[src/rps_pkg.sv]
// Shared constants, types and register map of the power sequencer
package rps_pkg;
  // Timing base
  localparam int unsigned CLK_HZ = 20_000_000;
  localparam int unsigned OSC_HZ = 101_000;
  localparam int unsigned OSC_DIV = CLK_HZ / OSC_HZ;
  localparam logic [7:0] OSC_DIV_LAST = 8'(OSC_DIV - 1);
  localparam int unsigned CNT_WIDTH = 8;
  localparam int unsigned PWM_DIV = 256;
  localparam int unsigned START_DELAY_MS = 500;
  // Least time: rounded up to whole base periods
  localparam int unsigned START_DELAY_TICKS =
    (START_DELAY_MS * OSC_HZ + PWM_DIV * 1000 - 1) / (PWM_DIV * 1000);
  localparam int unsigned POLL_PERIOD_TICKS = 16;
  localparam int unsigned OFF_HOLD_TICKS = 2 * POLL_PERIOD_TICKS;
  // Phase window in base periods and edge limits
  localparam int unsigned PH_WINDOW_TICKS = 8;
  localparam int unsigned PH_LOW_EDGES_MIN = 1;
  localparam int unsigned PH_HIGH_EDGES_MAX = 6;
  // Register byte offsets
  localparam logic [7:0] CTRL_OFF = 8'h00;
  localparam logic [7:0] STATUS_OFF = 8'h04;
  localparam logic [7:0] IRQ_STAT_OFF = 8'h08;
  localparam logic [7:0] IRQ_MASK_OFF = 8'h0C;
  // Control field and register reset values
  localparam int unsigned CTRL_LAMP_BIT = 0;
  localparam logic [31:0] CTRL_RESET = 32'h0000_0000;
  localparam logic [4:0] IRQ_MASK_RESET = 5'h00;
  // Event bit positions
  localparam int unsigned EV_IGN_ON = 0;
  localparam int unsigned EV_RUN = 1;
  localparam int unsigned EV_STANDBY = 2;
  localparam int unsigned EV_REMOTE_LOSS = 3;
  localparam int unsigned EV_SETPOINT = 4;
  localparam int unsigned EV_COUNT = 5;

  typedef enum logic [1:0] {
    RPS_STANDBY = 2'b00,
    RPS_START_DELAY = 2'b01,
    RPS_RUN = 2'b10,
    RPS_SHUTDOWN = 2'b11
  } rps_state_type;

  // Comparator pins after synchronising
  typedef struct packed {
    logic ign_on;
    logic remote_ok;
    logic phase;
    logic rate_test;
    logic setpoint;
  } rps_pins_type;

  // Supply and mode outputs
  typedef struct packed {
    logic normal_mode;
    logic supply_boost_en;
    logic bias_en;
    logic logic_reset;
  } rps_power_type;
endpackage : rps_pkg

[src/rps_sync.sv]
// Two-flop synchroniser for asynchronous pin inputs
`timescale 1ns/1ps
module rps_sync #(
  parameter int unsigned WIDTH = 1
) (
  // Clock and reset
  input wire logic pclk,
  input wire logic presetn,
  // Data
  input wire logic [WIDTH-1:0] async_in,
  output logic [WIDTH-1:0] sync_out
);
  logic [WIDTH-1:0] meta_q;
  logic [WIDTH-1:0] sync_q;

  always_ff @(posedge pclk or negedge presetn)
  begin
    if (!presetn)
    begin
      meta_q <= '0;
      sync_q <= '0;
    end
    else
    begin
      meta_q <= async_in;
      sync_q <= meta_q;
    end
  end

  assign sync_out = sync_q;
endmodule : rps_sync

[src/rps_freq.sv]
// Phase frequency window detector against the PWM base rate
`timescale 1ns/1ps
module rps_freq #(
  parameter int unsigned WINDOW = rps_pkg::PH_WINDOW_TICKS,
  parameter int unsigned LOW_MIN = rps_pkg::PH_LOW_EDGES_MIN,
  parameter int unsigned HIGH_MAX = rps_pkg::PH_HIGH_EDGES_MAX
) (
  // Clock and reset
  input wire logic pclk,
  input wire logic presetn,
  // Control
  input wire logic hold,
  input wire logic base_tick,
  input wire logic phase,
  // Indicators
  output logic low_speed,
  output logic high_speed
);
  logic [3:0] win_q, win_d;
  logic [3:0] edges_q, edges_d;
  logic phase_q;
  logic low_q, low_d, high_q, high_d;
  logic rise;

  assign rise = phase & ~phase_q;

  always_comb
  begin
    win_d = win_q;
    edges_d = edges_q;
    low_d = low_q;
    high_d = high_q;
    if (rise && edges_q != 4'hF)
      edges_d = edges_q + 4'h1;
    if (hold)
    begin
      win_d = '0;
      edges_d = '0;
      low_d = 1'b1;
      high_d = 1'b0;
    end
    else if (base_tick)
    begin
      win_d = win_q + 4'h1;
      if (win_q == 4'(WINDOW - 1))
      begin
        // Below base/8 and above 3/4 of base over an 8-period window
        low_d = edges_d < 4'(LOW_MIN);
        high_d = edges_d > 4'(HIGH_MAX);
        win_d = '0;
        edges_d = '0;
      end
    end
  end

  always_ff @(posedge pclk or negedge presetn)
  begin
    if (!presetn)
    begin
      win_q <= '0;
      edges_q <= '0;
      phase_q <= 1'b0;
      low_q <= 1'b1;
      high_q <= 1'b0;
    end
    else
    begin
      win_q <= win_d;
      edges_q <= edges_d;
      phase_q <= phase;
      low_q <= low_d;
      high_q <= high_d;
    end
  end

  assign low_speed = low_q;
  assign high_speed = high_q;
endmodule : rps_freq

[src/rps_top.sv]
// Ignition sequencer, timebase and sense selection with APB registers
//
// Added by the designer: the APB interface to the registers and the register offsets.
`timescale 1ns/1ps
module rps_top #(
  parameter int unsigned START_TICKS = rps_pkg::START_DELAY_TICKS,
  parameter int unsigned HOLD_TICKS = rps_pkg::OFF_HOLD_TICKS,
  parameter int unsigned POLL_TICKS = rps_pkg::POLL_PERIOD_TICKS
) (
  // Clock and reset
  input wire logic pclk,
  input wire logic presetn,
  // APB slave
  input wire logic psel,
  input wire logic penable,
  input wire logic pwrite,
  input wire logic [7:0] paddr,
  input wire logic [31:0] pwdata,
  output logic [31:0] prdata,
  output logic pready,
  output logic pslverr,
  output logic irq,
  // Comparator pins
  input wire logic ign_comp_in,
  input wire logic remote_ok_in,
  input wire logic phase_in,
  input wire logic rate_test_input,
  input wire logic setpoint_in,
  // Supply and mode
  output rps_pkg::rps_power_type power,
  output logic load_response_ramp,
  output logic lamp_drive,
  // Sense path
  output logic remote_select,
  output logic local_select_switch_a,
  output logic local_select_switch_b,
  // Timebase and speed
  output logic low_speed_indicator,
  output logic high_speed_indicator,
  output logic pwm_base,
  output logic [7:0] count_bits,
  output logic [3:0] ramp_bits
);
  rps_pkg::rps_pins_type pins_raw, pins;
  rps_pkg::rps_state_type state_q, state_d;
  logic [7:0] div_q, div_d;
  logic [7:0] cnt_q, cnt_d;
  logic [7:0] dly_q, dly_d;
  logic [7:0] offc_q, offc_d;
  logic [3:0] poll_q, poll_d;
  logic started_q, started_d, force_q, force_d;
  logic lrr_q, lrr_d, lamp_q, lamp_d, rem_q, rem_d;
  logic [31:0] ctrl_q, ctrl_d;
  logic [31:0] prdata_q, prdata_d;
  logic [4:0] ist_q, ist_d, imask_q, imask_d;
  logic [4:0] ev;
  logic standby, osc_tick, base_tick, poll_win, off_ok, lamp_cmd;
  logic low_spd, high_spd;
  logic wr, rd, hit;

  function automatic logic is_reg(input logic [7:0] a);
    is_reg = a == rps_pkg::CTRL_OFF || a == rps_pkg::STATUS_OFF ||
      a == rps_pkg::IRQ_STAT_OFF || a == rps_pkg::IRQ_MASK_OFF;
  endfunction : is_reg

  assign pins_raw = '{ign_on: ign_comp_in, remote_ok: remote_ok_in, phase: phase_in,
    rate_test: rate_test_input, setpoint: setpoint_in};

  rps_sync #(
    .WIDTH($bits(rps_pkg::rps_pins_type))
  ) u_sync (
    .pclk(pclk),
    .presetn(presetn),
    .async_in(pins_raw),
    .sync_out(pins)
  );

  assign standby = state_q == rps_pkg::RPS_STANDBY;

  rps_freq u_freq (
    .pclk(pclk),
    .presetn(presetn),
    .hold(standby),
    .base_tick(base_tick),
    .phase(pins.phase),
    .low_speed(low_spd),
    .high_speed(high_spd)
  );

  // Oscillator stand-in: fixed divide of pclk
  assign osc_tick = div_q == rps_pkg::OSC_DIV_LAST;
  // Base period ends at MSB wrap, or at bit-three wrap in rate test
  assign base_tick = osc_tick && (pins.rate_test ? cnt_q[3:0] == 4'hF : cnt_q == 8'hFF);
  assign poll_win = poll_q == 4'h0;
  assign lamp_cmd = ctrl_q[rps_pkg::CTRL_LAMP_BIT];
  // Lamp off: accept at once; lamp on: only after the hold span
  assign off_ok = !pins.ign_on && (!lamp_cmd || offc_q >= 8'(HOLD_TICKS));

  always_comb
  begin
    div_d = osc_tick ? 8'h00 : div_q + 8'h01;
    cnt_d = cnt_q;
    dly_d = dly_q;
    offc_d = offc_q;
    poll_d = poll_q;
    state_d = state_q;
    started_d = started_q;
    force_d = force_q;
    if (osc_tick)
      cnt_d = cnt_q + 8'h01;
    if (base_tick)
      poll_d = (poll_q == 4'(POLL_TICKS - 1)) ? 4'h0 : poll_q + 4'h1;
    if (pins.ign_on)
      offc_d = '0;
    else if (base_tick && offc_q != 8'hFF)
      offc_d = offc_q + 8'h01;
    case (state_q)
      rps_pkg::RPS_STANDBY:
      begin
        if (pins.ign_on)
          state_d = rps_pkg::RPS_START_DELAY;
      end
      rps_pkg::RPS_START_DELAY:
      begin
        if (off_ok)
          state_d = rps_pkg::RPS_STANDBY;
        else if (base_tick)
        begin
          dly_d = dly_q + 8'h01;
          if (dly_q == 8'(START_TICKS - 1))
            state_d = rps_pkg::RPS_RUN;
        end
      end
      rps_pkg::RPS_RUN:
      begin
        if (off_ok)
          state_d = rps_pkg::RPS_SHUTDOWN;
      end
      rps_pkg::RPS_SHUTDOWN:
      begin
        if (pins.ign_on)
          state_d = rps_pkg::RPS_RUN;
        else if (low_spd)
          state_d = rps_pkg::RPS_STANDBY;
      end
      default:
        state_d = rps_pkg::RPS_STANDBY;
    endcase
    // Rotation seen after supplies come up counts as engine start
    if (state_q == rps_pkg::RPS_RUN && !low_spd && !started_q)
    begin
      started_d = 1'b1;
      force_d = 1'b1;
    end
    else if (force_q && pins.setpoint)
      force_d = 1'b0;
    // Cleared on entry too, so standby never shows a stale count
    if (standby || state_d == rps_pkg::RPS_STANDBY)
    begin
      cnt_d = '0;
      dly_d = '0;
      offc_d = '0;
      poll_d = '0;
      started_d = 1'b0;
      force_d = 1'b0;
    end
  end

  always_comb
  begin
    lrr_d = !standby && (force_q || (!low_spd && !high_spd));
    lamp_d = !standby && lamp_cmd && !poll_win;
    rem_d = pins.remote_ok;
  end

  always_ff @(posedge pclk or negedge presetn)
  begin
    if (!presetn)
    begin
      state_q <= rps_pkg::RPS_STANDBY;
      div_q <= '0;
      cnt_q <= '0;
      dly_q <= '0;
      offc_q <= '0;
      poll_q <= '0;
      started_q <= 1'b0;
      force_q <= 1'b0;
      lrr_q <= 1'b0;
      lamp_q <= 1'b0;
      rem_q <= 1'b0;
    end
    else
    begin
      state_q <= state_d;
      div_q <= div_d;
      cnt_q <= cnt_d;
      dly_q <= dly_d;
      offc_q <= offc_d;
      poll_q <= poll_d;
      started_q <= started_d;
      force_q <= force_d;
      lrr_q <= lrr_d;
      lamp_q <= lamp_d;
      rem_q <= rem_d;
    end
  end

  // Events for the sticky status
  always_comb
  begin
    ev = '0;
    ev[rps_pkg::EV_IGN_ON] = standby && state_d == rps_pkg::RPS_START_DELAY;
    ev[rps_pkg::EV_RUN] = state_q == rps_pkg::RPS_START_DELAY && state_d == rps_pkg::RPS_RUN;
    ev[rps_pkg::EV_STANDBY] = !standby && state_d == rps_pkg::RPS_STANDBY;
    ev[rps_pkg::EV_REMOTE_LOSS] = rem_q && !pins.remote_ok;
    ev[rps_pkg::EV_SETPOINT] = force_q && pins.setpoint && !standby;
  end

  // Zero-wait APB slave
  assign wr = psel && penable && pwrite;
  assign rd = psel && !pwrite;
  assign hit = is_reg(paddr);

  always_comb
  begin
    ctrl_d = ctrl_q;
    imask_d = imask_q;
    ist_d = ist_q;
    prdata_d = prdata_q;
    // Loaded in the setup cycle, so it stands through the access phase
    if (rd && !penable)
    begin
      case (paddr)
        rps_pkg::CTRL_OFF: prdata_d = ctrl_q;
        rps_pkg::STATUS_OFF: prdata_d = {22'h00_0000, state_q, force_q, lamp_q,
          high_spd, low_spd, rem_q, pins.ign_on, pins.rate_test, pins.setpoint};
        rps_pkg::IRQ_STAT_OFF: prdata_d = {27'h000_0000, ist_q};
        rps_pkg::IRQ_MASK_OFF: prdata_d = {27'h000_0000, imask_q};
        default: prdata_d = '0;
      endcase
    end
    if (wr && paddr == rps_pkg::CTRL_OFF)
      ctrl_d = {31'h0000_0000, pwdata[rps_pkg::CTRL_LAMP_BIT]};
    if (wr && paddr == rps_pkg::IRQ_MASK_OFF)
      imask_d = pwdata[4:0];
    if (wr && paddr == rps_pkg::IRQ_STAT_OFF)
      ist_d = ist_q & ~pwdata[4:0];
    // Set beats a same-cycle clear
    ist_d = ist_d | ev;
  end

  always_ff @(posedge pclk or negedge presetn)
  begin
    if (!presetn)
    begin
      ctrl_q <= rps_pkg::CTRL_RESET;
      imask_q <= rps_pkg::IRQ_MASK_RESET;
      ist_q <= '0;
      prdata_q <= '0;
    end
    else
    begin
      ctrl_q <= ctrl_d;
      imask_q <= imask_d;
      ist_q <= ist_d;
      prdata_q <= prdata_d;
    end
  end

  assign prdata = prdata_q;
  assign pready = 1'b1;
  assign pslverr = psel && penable && !hit;
  assign irq = |(ist_q & imask_q);

  // Outputs
  assign power = '{normal_mode: !standby, supply_boost_en: state_q[1],
    bias_en: state_q[1], logic_reset: standby};
  assign load_response_ramp = lrr_q;
  assign lamp_drive = lamp_q;
  assign remote_select = rem_q;
  assign local_select_switch_a = !rem_q;
  assign local_select_switch_b = !rem_q;
  assign low_speed_indicator = low_spd;
  assign high_speed_indicator = high_spd;
  assign pwm_base = pins.rate_test ? cnt_q[3] : cnt_q[7];
  assign count_bits = cnt_q;
  assign ramp_bits = cnt_q[7:4];
endmodule : rps_top

[config.mk]
export PLATFORM = sky130hd
export DESIGN_NAME = rps_top
export DESIGN_NICKNAME = d
export VERILOG_FILES = /design/src/rps_pkg.sv /design/src/rps_sync.sv /design/src/rps_freq.sv /design/src/rps_top.sv
export SDC_FILE = /design/constraint.sdc
export NUM_CORES = 1
export LEC_CHECK = 0
export BUFFER_PORTS_ARGS = -buffer_cell sky130_fd_sc_hd__buf_2
export CAP_MARGIN = 5
export CORE_ASPECT_RATIO = 1.25
export CORE_MARGIN = 2
export CORE_UTILIZATION = 39
export CTS_BUF_LIST = sky130_fd_sc_hd__clkbuf_8
export DETAILED_ROUTE_END_ITERATION = 7
export SLEW_MARGIN = 5
export SYNTH_ARGS = -nofsm -noshare
export SYNTH_HDL_FRONTEND = slang
export SYNTH_SLANG_ARGS = --single-unit
[constraint.sdc]
create_clock -name pclk -period 5.77 [get_ports pclk]
set_input_delay 1.154 -clock pclk [delete_from_list [all_inputs] [get_ports pclk]]
set_output_delay 1.154 -clock pclk [all_outputs]
set_load 0.03 [all_outputs]
Yosys cells after proc, flatten, opt, wreduce, memory -nomap -nowiden
Index checks and enable logic that the tools add are counted.

Reduce and logical (&&, ||, !) cells: 57. $add $sub $neg: 7. Multiply operators: 0. Bitwise logic cells: 6. Mux-type cells: 43. Shift-type cells: 0. Equality and inequality tests: 17. Magnitude comparators: 3. Divide/modulo/power cells: 0.

Operator list (count): 8-bit two-way mux (10); 4-bit two-way mux (10); 10-bit case mux with 4 select lines (1); 8-bit by 1-bit adder with 8-bit output (second input constant) (4); 8-bit equality test (second input constant) (3); 1-bit logical AND (24); 8-bit by 4-bit equality test with 1-bit output (second input constant) (2); 2-bit two-way mux (7); 1-bit two-way mux (13); 4-bit by 1-bit adder with 4-bit output (second input constant) (3); 1-bit zero test (12); 2-bit nonzero test (6); 5-bit bitwise AND (2); 4-bit equality test (second input constant) (2); 8-bit by 3-bit equality test with 1-bit output (second input constant) (1); 8-bit by 6-bit greater-or-equal comparator with 1-bit output (second input constant) (1); 8-bit zero test (1); 8-bit inequality test (second input constant) (1); 2-bit case mux with 4 select lines (1); 2-bit equality test (second input constant) (3); 1-bit logical OR (6); 3-bit nonzero test (2); 5-bit two-way mux (1); 5-bit inverter (1); 14 further kinds (16).

Logic and storage cells: 155. Register bits: 107. Memories kept: 0. Output and inout port bits: 59. Bits in read-only memories: 0. Bits in latches: 0. Input port bits: 50. Bits in writable memories: 0.

Depth between registers and ports, before layout
Gate-level depths: netlist of run 1.

Depth after elaboration: 10. Gate-level depth with buffers: 8. Gate-level depth less buffers: 6.

Cells and area by module
A second synthesis of run 1 with hierarchy kept.

Cell total of the unflattened synthesis: 418. Area total of the unflattened synthesis: 4320.4 um^2.

Modules (own cells, without submodules): rps_top (cells an instance 347, area each 3440.8 um^2, seq. area each 1601.5 um^2, instances 1); rps_freq (cells an instance 61, area each 629.4 um^2, seq. area each 276.5 um^2, instances 1); rps_sync (cells an instance 10, area each 250.2 um^2, seq. area each 250.2 um^2, instances 1).

Least setup slack after synthesis of run 1
OpenSTA, ideal clock, no wires.

Kind: input -> output. From: in paddr[5]. To: out pslverr. Data arrival time: 2.195 ns. Stages on the path: 3. Path slack: 2.421 ns. Path buffers: 0. Data required time: 4.616 ns. Path through: or4_4 > or2_4 > and3_2.

Cells in the longest elaborated chain, start to end: 6. Elaborated cells on any way between the ends: 9. Those cells by class: eq/ne (3); reduce/logical (6).

RTL lines: start, declared (RTL line rps_top.sv:17) `input wire logic [7:0] paddr,`; 8-bit by 3-bit equality test with 1-bit output or 8-bit zero test (tied branches) (RTL line rps_top.sv:62) `is_reg = a == rps_pkg::CTRL_OFF || a == rps_pkg::STATUS_OFF ||`; 1-bit logical OR (2 in series) (RTL line rps_top.sv:62); 1-bit logical OR * (RTL line rps_top.sv:63) `a == rps_pkg::IRQ_STAT_OFF || a == rps_pkg::IRQ_MASK_OFF;`; 1-bit zero test * (RTL line rps_top.sv:272) `assign pslverr = psel && penable && !hit;`; 1-bit logical AND * (RTL line rps_top.sv:272); end, declared (RTL line rps_top.sv:21) `output logic pslverr,`.

Mark *: on every way between the ends. The rest lies on a longest branch, timed or not.

Worst setup path after layout of run 1
Same ends and word-level chain as after synthesis.

==> results of run 1 <==
-- worst register-to-register path, cell delays in order, from the launching register on --
cell     delay [ns]
dfrtp_1        0.44
nor3b_1        0.43
nand4_1        1.01
o21ai_0        0.90
nor3_1         0.13
-- metrics by stage --
| step | cell area [µm²] | setup WS (ns) | instances | util, % | hold WS [ns] |
|---|---|---|---|---|---|
| 2_1_floorplan | 4490 | 2.42 | 464 | - | 0.331 |
| 3_3_place_gp | 4660 | 2.21 | 613 | 42.0 | 0.332 |
| 3_5_place_dp | 4660 | 2.19 | 613 | 42.0 | 0.336 |
| 4_1_cts | 4900 | 2.19 | 629 | 44.3 | 0.357 |
| 5_1_grt | 4900 | 2.17 | 629 | 44.3 | 0.364 |
| 6_report | 4900 | 2.19 | 629 | 44.3 | 0.354 |
-- layout by cell type, fill, tap and decap left out, types with 4 or more instances in the layout --
| cell | n |
|---|---|
| ha_1 | 11 |
| and3_1 | 5 |
| clkbuf_8 | 9 |
| o21ai_0 | 17 |
| nor2_1 | 35 |
| o31ai_1 | 9 |
| dfrtp_1 | 84 |
| mux2_4 | 5 |
| nand4_1 | 5 |
| or3_1 | 4 |
| conb_1 | 23 |
| or4_1 | 11 |
| a22o_1 | 7 |
| and4b_1 | 4 |
| nand3_1 | 22 |
| nand2_1 | 36 |
| nor3_1 | 7 |
| mux2i_1 | 6 |
| a21oi_1 | 35 |
| inv_1 | 17 |
| xnor2_1 | 10 |
| buf_2 | 57 |
| nor4_1 | 8 |
| xor2_1 | 4 |
-- final timing paths --
kind,start,endpoint,depth (start not counted)
max,paddr[5],pslverr,5
min,u_sync.meta_q[3],u_sync.sync_out[3],0
max reg2reg,div_q[3],u_freq.edges_q[3],4
min reg2reg,u_sync.meta_q[3],u_sync.sync_out[3],0
max in group asynchronous,presetn,count_bits[5],2
min in group asynchronous,presetn,prdata[3],1
-- layer usage --
layer / vias up / track usage, %
li1: 1626 / -
met1: 1673 / 20.5
met2: 60 / 24.9
met3: 10 / 3.13
met4: 0 / 5.31
met5: - / 0
-- layout make-up --
type / count / area [µm²]
clock inverters: 7 / 123
repair buffers: 60 / 308
multi-input cells: 316 / 1990
fillers: 1097 / 6180
well taps: 135 / 169
flip-flops and latches: 85 / 2130
inverters: 17 / 63.8
clock buffers: 9 / 124
-- state kept, by name, indices dropped and copies added, names as in the netlist, 5 cells and up --
name,flops
div_q,8
imask_q,5
dly_q,8
count_bits,8
offc_q,8
ist_q,5
prdata,10
u_sync.sync_out,5
u_sync.meta_q,5
-- power breakdown --
part | switching (W) | internal (W) | leakage, nW
Clock | 0.000228 | 0.000290 | 0.116
Combinational | 0.0000583 | 0.0000194 | 0.957
Sequential | 0.00000648 | 0.000602 | 1.12
-- kinds of logic (layout without fill, tap and decap cells) --
| group | after synthesis | count (layout) | synth area share, % |
|---|---|---|---|
| XOR/XNOR | 14 | 14 | 2.78 |
| AO/OA/AOI/OAI | 92 | 92 | 13.4 |
| other | 2 | 23 | 0.170 |
| buffers and inverters | 63 | 93 | 8.40 |
| flip-flops | 85 | 85 | 48.3 |
| AND/OR/NAND/NOR | 161 | 161 | 19.5 |
| multiplexers | 15 | 15 | 4.34 |
| adder cells (fa/ha/maj) | 11 | 11 | 3.12 |
==> impl_metrics.tcl, run 1 <==
set metrics [dict create \
    crit_arrival_ns 2.43 \
    crit_type "primary input to primary output" \
    clkTransAtPathRegs_ns 0.09 \
    synth-seq-cells 85 \
    synth_top_cells_by_count "dfrtp_1, nand2_1, a21oi_1, nor2_1, buf_4" \
    vdd_drop_max_v 0.000126 \
    slew_headroom_pct 22.2 \
    drive_gt1_share_pct 19.8 \
    clk_latency_ns 0.36 \
    synth_area_leader_cell "dfrtp_1" \
    rsz0062_at_grt "false" \
    synth_ff_type "dfrtp_1" \
    crit_chain "buf_2, or4_4, or2_4, and3_2, buf_2" \
    grt_pass1_wl_um 15100 \
    dieWidth_um 99.1 \
    dr.pass1.iters 4 \
    cp_max_fo 4 \
    grt.total_usage_pct 15.3 \
    coreArea_um2 11100 \
    die-area_um2 12200 \
    syn_inst 443 \
    async_reset_ff_share_pct 100 \
    gp_congestion 0.826 \
    cp_top_family "simple AND/OR/NAND/NOR gates" \
    initial_core_util_pct 39.8 \
    antennaDiodeCount 0 \
    wl_met3_um 275 \
    yosysMostFrequentCell "dfrtp_1" \
    drv_cap 0 \
    total_power_w 0.00120 \
    wl_met2_um 4340 \
    grt_max_degree 83 \
    antenna_found_initial 0 \
    ant_nets 0 \
    r2r_setup_slack_ns 2.72 \
    ctsHoldBuffers 0 \
    wirelength_um 9040 \
    critical_path_buf_inv_count 2 \
    routedWlPerCell_um 14.4 \
    max_freq_mhz 279 \
    synth_cell_types 60 \
    end_kind "primary output" \
    p_leak_nw 2.19 \
    cp_slowest_stage_delay_ns 0.54 \
    cts_made_buffers 9 \
    timing.final.crit_share_pct 62.0 \
    setup_violations 0 \
    met1_length_um 4280 \
    syn2layout_area_growth_pct 11.2 \
    setup_tns_ns 0 \
    clockRootBuffer "clkbuf_8" \
    synth_edf_count 0 \
    worst_pin_slew_ns 1.16 \
    synth.avg_cell_area_um2 9.95 \
    cts_tree "done" \
    ys_seq_area_share_pct 48.3 \
    dp_hpwl_um 6290 \
    overflow 0 \
    portBuffers 58 \
    crit_required_ns 4.62 \
    finClkSkew_ns 0.0118 \
    clockBufferDepth 2 \
    cts_setup_buffers 0 \
    rows 43 \
    hold_path.class "flop to flop" \
    nets 550 \
    syn-cell-area_um2 4410 \
    h-tree-depth 3 \
    period_minus_slack_ns 3.58 \
    cts_resized 0 \
    drc 0 \
    synth_top_area_share_pct 47.7 \
    top_layer "met4" \
    synth_area_leaders "dfrtp_1, buf_4, a21oi_1" \
    avgViaCountPerCell 5.36 \
    maxSlewViolCount 0 \
    hold_viol_final 0 \
    status "completed" \
    vias 3369 \
    cts_sinks 85 \
    cpMostUsedCell "buf_2" \
    ios 109 \
    power_density_nw_per_um2 245 \
    crit_slowest_cell "or4_4" \
    drt_iter0_drc 151 \
    ys_warn_count 0 \
    start_kind "primary input" \
    grt_pass1_vias 3197 \
    die_h_um 123 \
]
No activity file was read; power rests on OpenSTA's default activity.
==> run 2: changes to the inputs <==
==> constraint.sdc (replaced) <==
create_clock -name pclk -period 3.5 [get_ports pclk]
set_input_delay 0.7 -clock pclk [delete_from_list [all_inputs] [get_ports pclk]]
set_output_delay 0.7 -clock pclk [all_outputs]
set_load 0.03 [all_outputs]
==> run 2 against run 1 <==
Clock power rose by 66%. Critical path type unchanged. Die area did not move. Count of clock-buffer cells in the layout unchanged. Cell count up 0.48%. Global-route usage shrank 0.29 points. Non-clock buffer count is 3 higher. Setup slack got worse by 1.4 ns. Sequential share of layout area shrank 0.22 points. Power grew 65%. Via count down 1.4%. Critical path depth unchanged.
==> impl_metrics.tcl, run 2 (synthesis gave the netlist of run 1 again) <==
set metrics [dict create \
    status "completed" \
    max_freq_mhz 375 \
    cts_sinks 85 \
    grt_pass1_vias 3188 \
    finClkSkew_ns 0.0109 \
    timing.final.crit_share_pct 76.2 \
    routedWlPerCell_um 13.9 \
    final_common_cell "dfrtp_1" \
    drt_iter0_drc 164 \
    hold_viol_final 0 \
    coreArea_um2 11100 \
    cts_tree "done" \
    startpoint "paddr[5]" \
    ctsHoldBuffers 0 \
    drc 0 \
    dieWidth_um 99.1 \
    wirelength_um 8770 \
    hold_path.class "flop to flop" \
    globalRouteMet3Util_pct 3.42 \
    clk_latency_ns 0.35 \
    total_power_w 0.00199 \
    slew_headroom_pct 28.1 \
    cts_made_buffers 9 \
    antenna_found_initial 0 \
    dp_cells 616 \
    crit_type "primary input to primary output" \
    met1_usage_pct 20.2 \
    dr.pass1.iters 4 \
    r2r_cells 4 \
    crit_arrival_ns 1.97 \
    overflow 0 \
    worst_pin_slew_ns 1.08 \
    vias 3323 \
    dp_hpwl_um 6140 \
    grt.total_usage_pct 15.1 \
    ios 109 \
    avgViaCountPerCell 5.26 \
    clkTransAtPathRegs_ns 0.09 \
    fin_cells 632 \
    nets 553 \
    grt_pass1_wl_um 15100 \
    start_kind "primary input" \
    drv_cap 0 \
    die_h_um 123 \
    grt_busiest_layer "met2" \
    final_cell_mix "dfrtp_1, buf_2, nand2_1" \
    grtUsageMet2_pct 24.3 \
    largest_register_ffs 10 \
    maxSlewViolCount 0 \
    place_ws_ns 0.836 \
    setup_tns_ns 0 \
    power_density_nw_per_um2 403 \
    hold_slack_ns 0.352 \
    ant_nets 0 \
    rsz0062_at_grt "false" \
    r2r-end "dly_q[3]" \
    setup_ws_ns 0.834 \
    h-tree-depth 3 \
    initial_core_util_pct 39.8 \
    portBuffers 58 \
    worstSetupEndpoint "pslverr" \
    gp_congestion 0.846 \
    p_leak_nw 2.22 \
    syn2layout_area_growth_pct 11.8 \
    fill_cells 1077 \
    clockRootBuffer "clkbuf_8" \
    period_minus_slack_ns 2.67 \
    rows 43 \
    antennaDiodeCount 0 \
    cp_max_fo 4 \
    end_kind "primary output" \
    cts_setup_buffers 0 \
    clockBufferDepth 2 \
    r2r-start "offc_q[7]" \
    setup_violations 0 \
    vdd_drop_max_v 0.000217 \
    die-area_um2 12200 \
    hp-start "u_sync.meta_q[1]" \
    cts_resized 0 \
    r2r_setup_slack_ns 1.31 \
    grt_max_degree 86 \
    drive_gt1_share_pct 20.3 \
    crit_required_ns 2.80 \
]
run 2: changes by cell type in the layout (fill, tap and decap cells not counted), sizes merged:
cell	delta
inv	+3
clkinv	-1
buf	+3
clkinvlp	-2
run 2: worst min path at each step:
stage                          to  cells past startpoint  slack, ns
2_1_floorplan  u_sync.sync_out[0]                      0       0.33
3_3_place_gp   u_sync.sync_out[3]                      0       0.33
3_5_place_dp   u_sync.sync_out[1]                      0       0.34
4_1_cts        u_sync.sync_out[1]                      0       0.36
5_1_grt        u_sync.sync_out[1]                      0       0.36
6_report       u_sync.sync_out[1]                      0       0.35
run 2: where the power goes:
part           leakage, nW  switching, W  internal (W)
sequential            1.12     0.0000104      0.000992
clock                0.125      0.000372      0.000484
combinational        0.972     0.0000965     0.0000320
run 2: metrics by stage:
step / utilization [%] / cell area, µm²
6_report: 44.5 / 4930
2_1_floorplan: - / 4490
3_3_place_gp: 42.2 / 4680
3_5_place_dp: 42.2 / 4680
4_1_cts: 44.5 / 4930
5_1_grt: 44.5 / 4930
run 2: cell type report:
class / instances / area, µm² / area share (%)
multi-input combinational: 316 / 1990 / 40.4
clock buffer: 9 / 124 / 2.51
clock inverter: 7 / 125 / 2.54
timing repair buffer: 63 / 330 / 6.70
inverter: 17 / 63.8 / 1.29
tap: 135 / 169 / 3.43
sequential: 85 / 2130 / 43.2
run 2: metal layers:
metal | wire (µm) | up-vias
li1 | - | 1627
met1 | 4070 | 1618
met2 | 4210 | 64
met3 | 355 | 14
met4 | 136 | 0
met5 | 0 | -
run 2: worst max-delay path, cell delays in order:
cell and delay, ns:
buf_2 0.10, or4_4 0.53, or2_4 0.26, and3_2 0.21, buf_2 0.17
